### config.mk
export PLATFORM = sky130hd
export DESIGN_NAME = hsc_sequencer
export DESIGN_NICKNAME = d
export VERILOG_FILES = /design/src/verilog/hsc_sequencer.v
export VERILOG_INCLUDE_DIRS = /design/src /design/src/common
export SDC_FILE = /design/constraint.sdc
export NUM_CORES = 1
export LEC_CHECK = 0
export BUFFER_PORTS_ARGS = -buffer_cell sky130_fd_sc_hd__buf_4
export CAP_MARGIN = 20
export CELL_PAD_IN_SITES_DETAIL_PLACEMENT = 0
export CELL_PAD_IN_SITES_GLOBAL_PLACEMENT = 1
export CORE_MARGIN = 2
export CORE_UTILIZATION = 49
export DETAILED_ROUTE_END_ITERATION = 7
export HOLD_SLACK_MARGIN = 0.06
export PLACE_DENSITY_LB_ADDON = 0.1
export SLEW_MARGIN = 20
export SYNTH_ARGS = -nofsm -noshare
export SYNTH_HDL_FRONTEND = slang
export SYNTH_SLANG_ARGS = --single-unit
### constraint.sdc
create_clock -name i_sys_clk -period 2.9 [get_ports i_sys_clk]
set_input_delay 0.58 -clock i_sys_clk [delete_from_list [all_inputs] [get_ports i_sys_clk]]
set_output_delay 0.58 -clock i_sys_clk [all_outputs]
set_load 0.1 [all_outputs]
### src/common/hsc_regs.vh
`ifndef HSC_REGS_VH
`define HSC_REGS_VH

// clock and base tick
`define HSC_CLK_PERIOD_NS 10
`define HSC_US_CYCLES     (1000 / `HSC_CLK_PERIOD_NS)

// documented times
`define HSC_T_POR_US      25
`define HSC_T_DEBOUNCE_MS 100
`define HSC_T_CB_MS       2
`define HSC_T_COOL_MS     100
`define HSC_T_VDD_FAST_US 5
`define HSC_T_VCC_FAST_US 1
`define HSC_T_UV_CLR_US   1

// times as counts of 1 us ticks
`define HSC_POR_TICKS      (`HSC_T_POR_US)
`define HSC_DEBOUNCE_TICKS (`HSC_T_DEBOUNCE_MS * 1000)
`define HSC_CB_TICKS       (`HSC_T_CB_MS * 1000)
`define HSC_COOL_TICKS     (`HSC_T_COOL_MS * 1000)
`define HSC_VDD_FAST_TICKS (`HSC_T_VDD_FAST_US)
`define HSC_VCC_FAST_TICKS (`HSC_T_VCC_FAST_US)
`define HSC_UV_CLR_TICKS   (`HSC_T_UV_CLR_US)

// synchroniser bit positions
`define HSC_NIN          11
`define HSC_IN_VDD_LOCK  0
`define HSC_IN_VCC_LOCK  1
`define HSC_IN_VCC_LOW   2
`define HSC_IN_UV        3
`define HSC_IN_OV        4
`define HSC_IN_FB        5
`define HSC_IN_GATE_OK   6
`define HSC_IN_TM_LOW    7
`define HSC_IN_TM_HIGH   8
`define HSC_IN_OVERTEMP  9
`define HSC_IN_ILIM      10

`endif

### src/verilog/hsc_sequencer.v
`timescale 1ns/100ps
`include "hsc_regs.vh"

// Summary of operation
// RULE_01 - With both supplies out of lockout a 25 us reset pulse clears the fault latch and all state.
// RULE_02 - Except on return at cooldown end, the switch turns on only after undervoltage and excess input read good for 100 ms unbroken.
// RULE_03 - In current limit the breaker timer runs and a timer-high report trips the switch and latch.
// RULE_04 - After a trip the timer discharges and a timer-low report starts a 100 ms cooldown.
// RULE_05 - With the timer strapped high an internal 2 ms trip delay and 100 ms cooldown are used.
// RULE_06 - After a trip the switch stays off until the fault latch has been cleared.
// RULE_07 - Undervoltage held low for 1 us clears the fault latch while it is still low, without waiting for its release.
// RULE_08 - Fault flag wired to undervoltage makes the latch clear itself for automatic retry.
// RULE_09 - Power good rises only with output feedback and gate drive both good together.
// RULE_10 - Undervoltage low gives a normal turn-off with the slow pull-down.
// RULE_11 - Excess input, a breaker trip or overtemperature also turn the switch off.
// RULE_12 - Power good drops together with the switch at a turn-off, before output feedback falls.
// RULE_13 - Input supply low over 5 us or internal supply low over 1 us forces a fast shutdown.
// RULE_14 - At cooldown end the switch returns only if the latch was cleared, else it stays off.
// RULE_15 - The fault flag is driven low while the latch holds a breaker trip.
// RULE_16 - Every comparator input passes two flip-flops and all delays use a prescaled tick.
// RULE_17 - Fast shutdown wins over a slow turn-off requested in the same cycle.
module hsc_sequencer #(
   parameter integer PRESCALE       = `HSC_US_CYCLES,
   parameter integer POR_TICKS      = `HSC_POR_TICKS,
   parameter integer DEBOUNCE_TICKS = `HSC_DEBOUNCE_TICKS,
   parameter integer CB_TICKS       = `HSC_CB_TICKS,
   parameter integer COOL_TICKS     = `HSC_COOL_TICKS,
   parameter integer VDD_FAST_TICKS = `HSC_VDD_FAST_TICKS,
   parameter integer VCC_FAST_TICKS = `HSC_VCC_FAST_TICKS,
   parameter integer UV_CLR_TICKS   = `HSC_UV_CLR_TICKS
)(
   input  wire i_sys_clk,
   input  wire i_nrst,
   input  wire i_input_supply_lockout,
   input  wire i_internal_supply_lockout,
   input  wire i_internal_supply_low,
   input  wire i_undervoltage_input,
   input  wire i_excess_input_compare,
   input  wire i_output_feedback_input,
   input  wire i_gate_drive_ok,
   input  wire i_timer_low_compare,
   input  wire i_timer_high_compare,
   input  wire i_timer_strapped,
   input  wire i_overtemp,
   input  wire i_current_limit_active,
   output reg  o_switch_on,
   output reg  o_slow_pulldown,
   output reg  o_fast_pulldown,
   output reg  o_timer_charge,
   output reg  o_timer_discharge,
   output reg  o_power_good_output,
   output reg  o_fault_flag_output_n
);

localparam [2:0] S_WAIT  = 3'h0;
localparam [2:0] S_PULSE = 3'h1;
localparam [2:0] S_DEB   = 3'h2;
localparam [2:0] S_ON    = 3'h3;
localparam [2:0] S_TDIS  = 3'h4;
localparam [2:0] S_COOL  = 3'h5;

////////////////////////////////////////////////////////////////////////////////
// input synchronisers

wire [`HSC_NIN-1:0] raw_w;
reg  [`HSC_NIN-1:0] s1_r;
reg  [`HSC_NIN-1:0] s2_r;
reg                 strap_s1_r;
reg                 strap_r;

assign raw_w = {i_current_limit_active, i_overtemp, i_timer_high_compare,
                i_timer_low_compare, i_gate_drive_ok, i_output_feedback_input,
                i_excess_input_compare, i_undervoltage_input,
                i_internal_supply_low, i_internal_supply_lockout,
                i_input_supply_lockout};

genvar g;
generate
   for (g = 0; g < `HSC_NIN; g = g + 1)
   begin : g_sync
      always @(posedge i_sys_clk or negedge i_nrst)
      begin
         if (!i_nrst)
         begin
            // lockouts start asserted so the sequencer cannot leave wait early
            s1_r[g] <= (g == `HSC_IN_VDD_LOCK) || (g == `HSC_IN_VCC_LOCK);
            s2_r[g] <= (g == `HSC_IN_VDD_LOCK) || (g == `HSC_IN_VCC_LOCK);
         end
         else
         begin
            s1_r[g] <= raw_w[g]; // RULE_16
            s2_r[g] <= s1_r[g];  // RULE_16
         end
      end
   end
endgenerate

// strap caught by a clocked process, never at reset
always @(posedge i_sys_clk or negedge i_nrst)
begin
   if (!i_nrst)
   begin
      strap_s1_r <= 1'b0;
      strap_r    <= 1'b0;
   end
   else
   begin
      strap_s1_r <= i_timer_strapped;
      strap_r    <= strap_s1_r;
   end
end

wire vdd_lock = s2_r[`HSC_IN_VDD_LOCK];
wire vcc_lock = s2_r[`HSC_IN_VCC_LOCK];
wire vcc_low  = s2_r[`HSC_IN_VCC_LOW];
wire uv_ok    = s2_r[`HSC_IN_UV];
wire ov       = s2_r[`HSC_IN_OV];
wire fb_ok    = s2_r[`HSC_IN_FB];
wire gate_ok  = s2_r[`HSC_IN_GATE_OK];
wire tm_low   = s2_r[`HSC_IN_TM_LOW];
wire tm_high  = s2_r[`HSC_IN_TM_HIGH];
wire otemp    = s2_r[`HSC_IN_OVERTEMP];
wire ilim     = s2_r[`HSC_IN_ILIM];

////////////////////////////////////////////////////////////////////////////////
// 1 us tick prescaler

reg  [15:0] pre_r;
wire        tick = ({16'h0000, pre_r} == PRESCALE - 1); // RULE_16

always @(posedge i_sys_clk or negedge i_nrst)
begin
   if (!i_nrst)
      pre_r <= 16'h0000;
   else if (tick)
      pre_r <= 16'h0000;
   else
      pre_r <= pre_r + 16'h0001;
end

////////////////////////////////////////////////////////////////////////////////
// supply glitch filters and undervoltage retry detector

reg  [7:0] vdd_cnt_r;
reg  [7:0] vcc_cnt_r;
reg  [7:0] uvl_cnt_r;
reg        in_por_r;

wire fast_req = ({24'h000000, vdd_cnt_r} > VDD_FAST_TICKS) |
                ({24'h000000, vcc_cnt_r} > VCC_FAST_TICKS); // RULE_13
wire vdd_sat  = (vdd_cnt_r == 8'hFF);
wire vcc_sat  = (vcc_cnt_r == 8'hFF);
wire uvl_full = ({24'h000000, uvl_cnt_r} >= UV_CLR_TICKS);
wire uv_clr   = !uv_ok & tick & !uvl_full & !in_por_r &
                ({24'h000000, uvl_cnt_r} == UV_CLR_TICKS - 1); // RULE_07 RULE_08

always @(posedge i_sys_clk or negedge i_nrst)
begin
   if (!i_nrst)
   begin
      vdd_cnt_r <= 8'h00;
      vcc_cnt_r <= 8'h00;
      uvl_cnt_r <= 8'h00;
   end
   else
   begin
      if (!vdd_lock)
         vdd_cnt_r <= 8'h00;
      else if (tick & !vdd_sat)
         vdd_cnt_r <= vdd_cnt_r + 8'h01;
      if (!vcc_low)
         vcc_cnt_r <= 8'h00;
      else if (tick & !vcc_sat)
         vcc_cnt_r <= vcc_cnt_r + 8'h01;
      if (uv_ok | in_por_r)
         uvl_cnt_r <= 8'h00;
      else if (tick & !uvl_full)
         uvl_cnt_r <= uvl_cnt_r + 8'h01;
   end
end

////////////////////////////////////////////////////////////////////////////////
// sequencer

reg  [2:0]  state_r;
reg  [2:0]  state_nxt;
reg  [16:0] cnt_r;
reg  [16:0] cnt_nxt;
reg         latch_r;
reg         latch_nxt;
reg         trip;
wire [31:0] cnt_x   = {15'h0000, cnt_r};
wire        in_ok   = uv_ok & !ov;
wire [16:0] cnt_inc = tick ? cnt_r + 17'h00001 : cnt_r;

always @*
begin
   state_nxt = state_r;
   cnt_nxt   = cnt_r;
   trip      = 1'b0;
   case (state_r)
      S_WAIT:
      begin
         cnt_nxt = 17'h00000;
         if (!vdd_lock & !vcc_lock & !fast_req)
            state_nxt = S_PULSE;
      end
      S_PULSE:
      begin
         cnt_nxt = cnt_inc;
         if (tick & (cnt_x == POR_TICKS - 1)) // RULE_01
         begin
            state_nxt = S_DEB;
            cnt_nxt   = 17'h00000;
         end
      end
      S_DEB:
      begin
         if (!in_ok | otemp | latch_r) // RULE_02 RULE_06 RULE_11
            cnt_nxt = 17'h00000;
         else if (tick & (cnt_x == DEBOUNCE_TICKS - 1)) // RULE_02
         begin
            state_nxt = S_ON;
            cnt_nxt   = 17'h00000;
         end
         else
            cnt_nxt = cnt_inc;
      end
      S_ON:
      begin
         cnt_nxt = (ilim & strap_r) ? cnt_inc : 17'h00000;
         if (strap_r)
            trip = ilim & tick & (cnt_x == CB_TICKS - 1); // RULE_05
         else
            trip = ilim & tm_high; // RULE_03
         if (trip)
         begin
            state_nxt = strap_r ? S_COOL : S_TDIS; // RULE_05 RULE_11
            cnt_nxt   = 17'h00000;
         end
         else if (!uv_ok | ov | otemp) // RULE_10 RULE_11
         begin
            state_nxt = S_DEB;
            cnt_nxt   = 17'h00000;
         end
      end
      S_TDIS:
      begin
         cnt_nxt = 17'h00000;
         if (tm_low) // RULE_04
            state_nxt = S_COOL;
      end
      S_COOL:
      begin
         cnt_nxt = cnt_inc;
         if (tick & (cnt_x == COOL_TICKS - 1)) // RULE_04 RULE_05
         begin
            cnt_nxt = 17'h00000;
            if (!latch_r & in_ok & !otemp)
               state_nxt = S_ON; // RULE_14
            else
               state_nxt = S_DEB; // RULE_14
         end
      end
      default:
      begin
         state_nxt = S_WAIT;
         cnt_nxt   = 17'h00000;
      end
   endcase
   if (fast_req) // RULE_13
   begin
      state_nxt = S_WAIT;
      cnt_nxt   = 17'h00000;
   end
   // trip sets over any clear in the same cycle
   if (trip)
      latch_nxt = 1'b1; // RULE_03
   else if (state_r == S_PULSE)
      latch_nxt = 1'b0; // RULE_01
   else if (uv_clr)
      latch_nxt = 1'b0; // RULE_07 RULE_08
   else
      latch_nxt = latch_r; // RULE_06
end

wire on_nxt = (state_nxt == S_ON);

always @(posedge i_sys_clk or negedge i_nrst)
begin
   if (!i_nrst)
   begin
      state_r               <= S_WAIT;
      cnt_r                 <= 17'h00000;
      latch_r               <= 1'b0;
      in_por_r              <= 1'b1;
      o_switch_on           <= 1'b0;
      o_slow_pulldown       <= 1'b1;
      o_fast_pulldown       <= 1'b0;
      o_timer_charge        <= 1'b0;
      o_timer_discharge     <= 1'b0;
      o_power_good_output   <= 1'b0;
      o_fault_flag_output_n <= 1'b1;
   end
   else
   begin
      state_r               <= state_nxt;
      cnt_r                 <= cnt_nxt;
      latch_r               <= latch_nxt;
      in_por_r              <= (state_nxt == S_WAIT) | (state_nxt == S_PULSE);
      o_switch_on           <= on_nxt;
      o_fast_pulldown       <= fast_req;                     // RULE_13 RULE_17
      o_slow_pulldown       <= !on_nxt & !fast_req;          // RULE_10 RULE_17
      o_timer_charge        <= on_nxt & ilim & !strap_r;     // RULE_03
      o_timer_discharge     <= (state_nxt == S_TDIS);        // RULE_04
      o_power_good_output   <= on_nxt & fb_ok & gate_ok;     // RULE_09 RULE_12
      o_fault_flag_output_n <= !latch_nxt;                   // RULE_15
   end
end

endmodule

==> flow_summary.toml <==
[synth]
synthArstFlopShare_pct = 100
postSynthCellCount = 373
ys_ff_latch = 93
post_synth_most_frequent_cells = "86 x dfrtp_1, 39 x nor2_1, 29 x nand2_1"
yosys.area.top_type = "dfrtp_1"
synthMuxAreaShare_pct = 0.753
synth_simple_gate_area_share_pct = 23.6
synth_most_common_cell = "dfrtp_1"
ys.warnings.count = 0
synth_seq_area_share_pct = 56.3
synth_flop_cell = "dfrtp_1"
mappedNetlistArea_sq_um = 4150
syn_nets = 399
netlist_top_cells_area = "dfrtp_1 52%, dfstp_2 4.4%, xnor2_1 4.2%, xor2_1 4.2%, ha_1 3.6%"
dominant_combinational_cell_family_by_area_after_synthesis = "simple AND/OR/NAND/NOR gates"
synth.avg_cell_area_sq_um = 11.1
number_of_flops_mapped_to_enable_cells_by_yosys = 0
netlist.area_leader.share_pct = 51.8
yosys.area_share.xor_xnor_pct = 8.44
complex_gate_fraction_of_the_synthesized_area_pct = 5.51
synth_cell_type_count = 53
synthAdderAreaFrac_pct = 3.62

[cts]
post-cts-setup-buffer-count = 0
numCtsBuffers = 9
cts-htree-levels = 3
post_cts_gate_resize_count = 0
worst_skew_pair.late_latency_ns = 0.35
root_buffer = "clkbuf_8"
postCtsHoldBufs = 0
cts_tree = "built"
cts.reportedPaths.clkPinSlew_ns = 0.09
clk_path_buf_depth = 2
cts_sinks = 93

[timing]
post-route-period-util_pct = 89.1
period_minus_slack_ns = 2.58
final.setup_skew_ns = 0.0129
relSlewSlack_pct = 54.7
rsz0062_at_grt = "false"
report.final.hold_viol_count = 0
drv_slew = 0
fmax_mhz = 387
setup_tns_ns = 0
tightestPinTransition_ns = 0.678
setup_viol = 0

[final_layout]
post_route_cells_drive_above_1_share_pct = 15.4
n_antenna_cell = 0
final_cell_count_no_fill = 514
finalCoreUtilization_pct = 57.3
syn_to_final_growth_pct = 13.4
final_net_count = 430

[global_route]
grt_util_met3_pct = 5.17
global_route_wire_length_before_repair_mm = 12.8
global_route.usage.met1_pct = 24.8
globalRoute.totalOverflow = 0
grt_usage_pct = 18.2
antenna_found_initial = 0
grt_start_max_net_pins = 44
first_global_vias = 2715
use_met2_pct = 28.5
global_route.peak_usage_layer = "met2"

[floorplan]
floorplan.die.width_um = 96.1
die_height_um = 96.1
design.die.area_sq_um = 9230
floorplan.initialDensity_pct = 50.5
boundaryPins = 21
placeableCoreArea_sq_um = 8220
fp-row-count = 33

[detailed_routing]
wl_mm = 7.44
avgViaCountPerCell = 5.30
drt_first_pass_iters = 4
drcViolationCount = 0
ant_nets = 0
route.detailed.wl_per_inst_um = 14.5
detail_route.iter0.violations = 94
routed-via-count = 2726

[critical_path]
reg2regPathDepth = 7
critical-path-top-delay-family = "simple AND/OR/NAND/NOR gates"
crit_path_max_cell_delay_ns = 0.49
cp_data_required_time_ns = 3.19
crit_arrival_ns = 2.87
critPathLaunch = "pre_r[0]$_DFF_PN0_"
crit_path_cell_trace = "ha_1 -> nor4b_2 -> nand4_1 -> nor4_2 -> o221ai_1 -> nor4b_4 -> and2_1"
cp_num_buf_inv = 0
crit_path_start_kind = "flop"
ff2ff_setup_slack_ns = 0.32
worstSetupEndpoint = "o_timer_discharge$_DFF_PN0_"
critical_path_cell_count = 7
worstPathMaxFanout = 6
critical-path-slowest-cell = "nor4b_4"
crit-reg2reg-capture = "o_timer_discharge$_DFF_PN0_"
worstSetupEndpointType = "flop"
crit_type = "reg -> reg"
worst_r2r_startpoint = "pre_r[0]$_DFF_PN0_"

[flow_run]
timing.max_cap.violations = 0

[worst_hold_path]
min-delay-path-class = "in -> async"

[power]
leakage_power_of_the_design_nw = 2.16
irDropWorstVdd_mv = 0.262
cellPowerDensity_nw_per_um2 = 510
report.power.total_mw = 2.40

[placement]
placement.io_buffers = 20
post-place-cells = 498
dp.final_hpwl_mm = 5.30
place_congestion = 0.790

[outcome]
run_status = "completed"
where the power goes:
group / switching, mW / internal (mW) / total (mW)
clock: 0.429 / 0.596 / 1.03
combinational: 0.0297 / 0.0184 / 0.0481
sequential: 0.0105 / 1.31 / 1.33
total: 0.469 / 1.93 / 2.40
state kept, by name, summed over array words and instances, names as in the netlist, 3 cells and up:
name       cells
state_r        3
s1_r          11
cnt_r         17
vdd_cnt_r      8
uvl_cnt_r      8
pre_r         16
vcc_cnt_r      8
metrics by stage:
stage | hold slack, ns | worst slack (ns) | cell area (sq um)
after global routing | 0.246 | 0.0967 | 4710
after CTS | 0.219 | 0.311 | 4710
after global placement | 0.332 | 0.405 | 4460
final | 0.217 | 0.316 | 4710
after detailed placement | 0.338 | 0.323 | 4460
after floorplan | 0.284 | 0.566 | 4150
routing by layer:
metal	routed length, um	vias to the layer above
li1	-	1349
met1	3630	1325
met2	3480	45
met3	269	7
met4	64	0
met5	0	-
cell usage in the layout, fill, tap and decap left out, types with 2 or more instances in the layout:
master,n
buf_4,24
nor4_1,4
and4_1,3
clkbuf_8,10
and2_1,16
o2111ai_1,2
bufinv_16,3
a21boi_0,3
a21oi_1,8
o21ai_0,3
nor2b_1,4
nand3_1,19
nor2_1,39
a211oi_1,4
or4_4,2
inv_1,13
nor4b_1,3
ha_1,12
and3_1,8
xor2_1,20
nor4_2,3
dfstp_2,7
xnor2_1,20
mux2i_1,2
dfrtp_1,86
nand4_1,9
or4_1,3
or3_1,9
nor3_1,10
clkinv_2,2
nand2_1,29
nand2b_1,4
layout make-up:
type	count	area, sq um
clock buffer	10	138
timing repair buffer	25	200
multi-input combinational	261	1740
inverter	14	52.6
clock inverter	6	109
fill	701	3510
tap	105	131
sequential	93	2340
worst min path at each step:
stage	endpoint	slack, ns	cells past startpoint
2_1_floorplan	cnt_r[0]$_DFF_PN0_	0.28	0
3_3_place_gp	vcc_low$_DFF_PN0_	0.33	0
3_5_place_dp	strap_r$_DFF_PN0_	0.34	0
4_1_cts	state_r[0]$_DFF_PN0_	0.22	1
5_1_grt	s1_r[6]$_DFF_PN0_	0.25	1
6_report	fb_ok$_DFF_PN0_	0.22	1
logic make-up after synthesis:
kind of cell,Yosys count
buffers and inverters,19
multiplexers,3
adder cells (fa/ha/maj),12
AND/OR/NAND/NOR,174
AO/OA/AOI/OAI,32
flip-flops,93
XOR/XNOR,40
No activity file was read; power rests on OpenSTA's default activity.
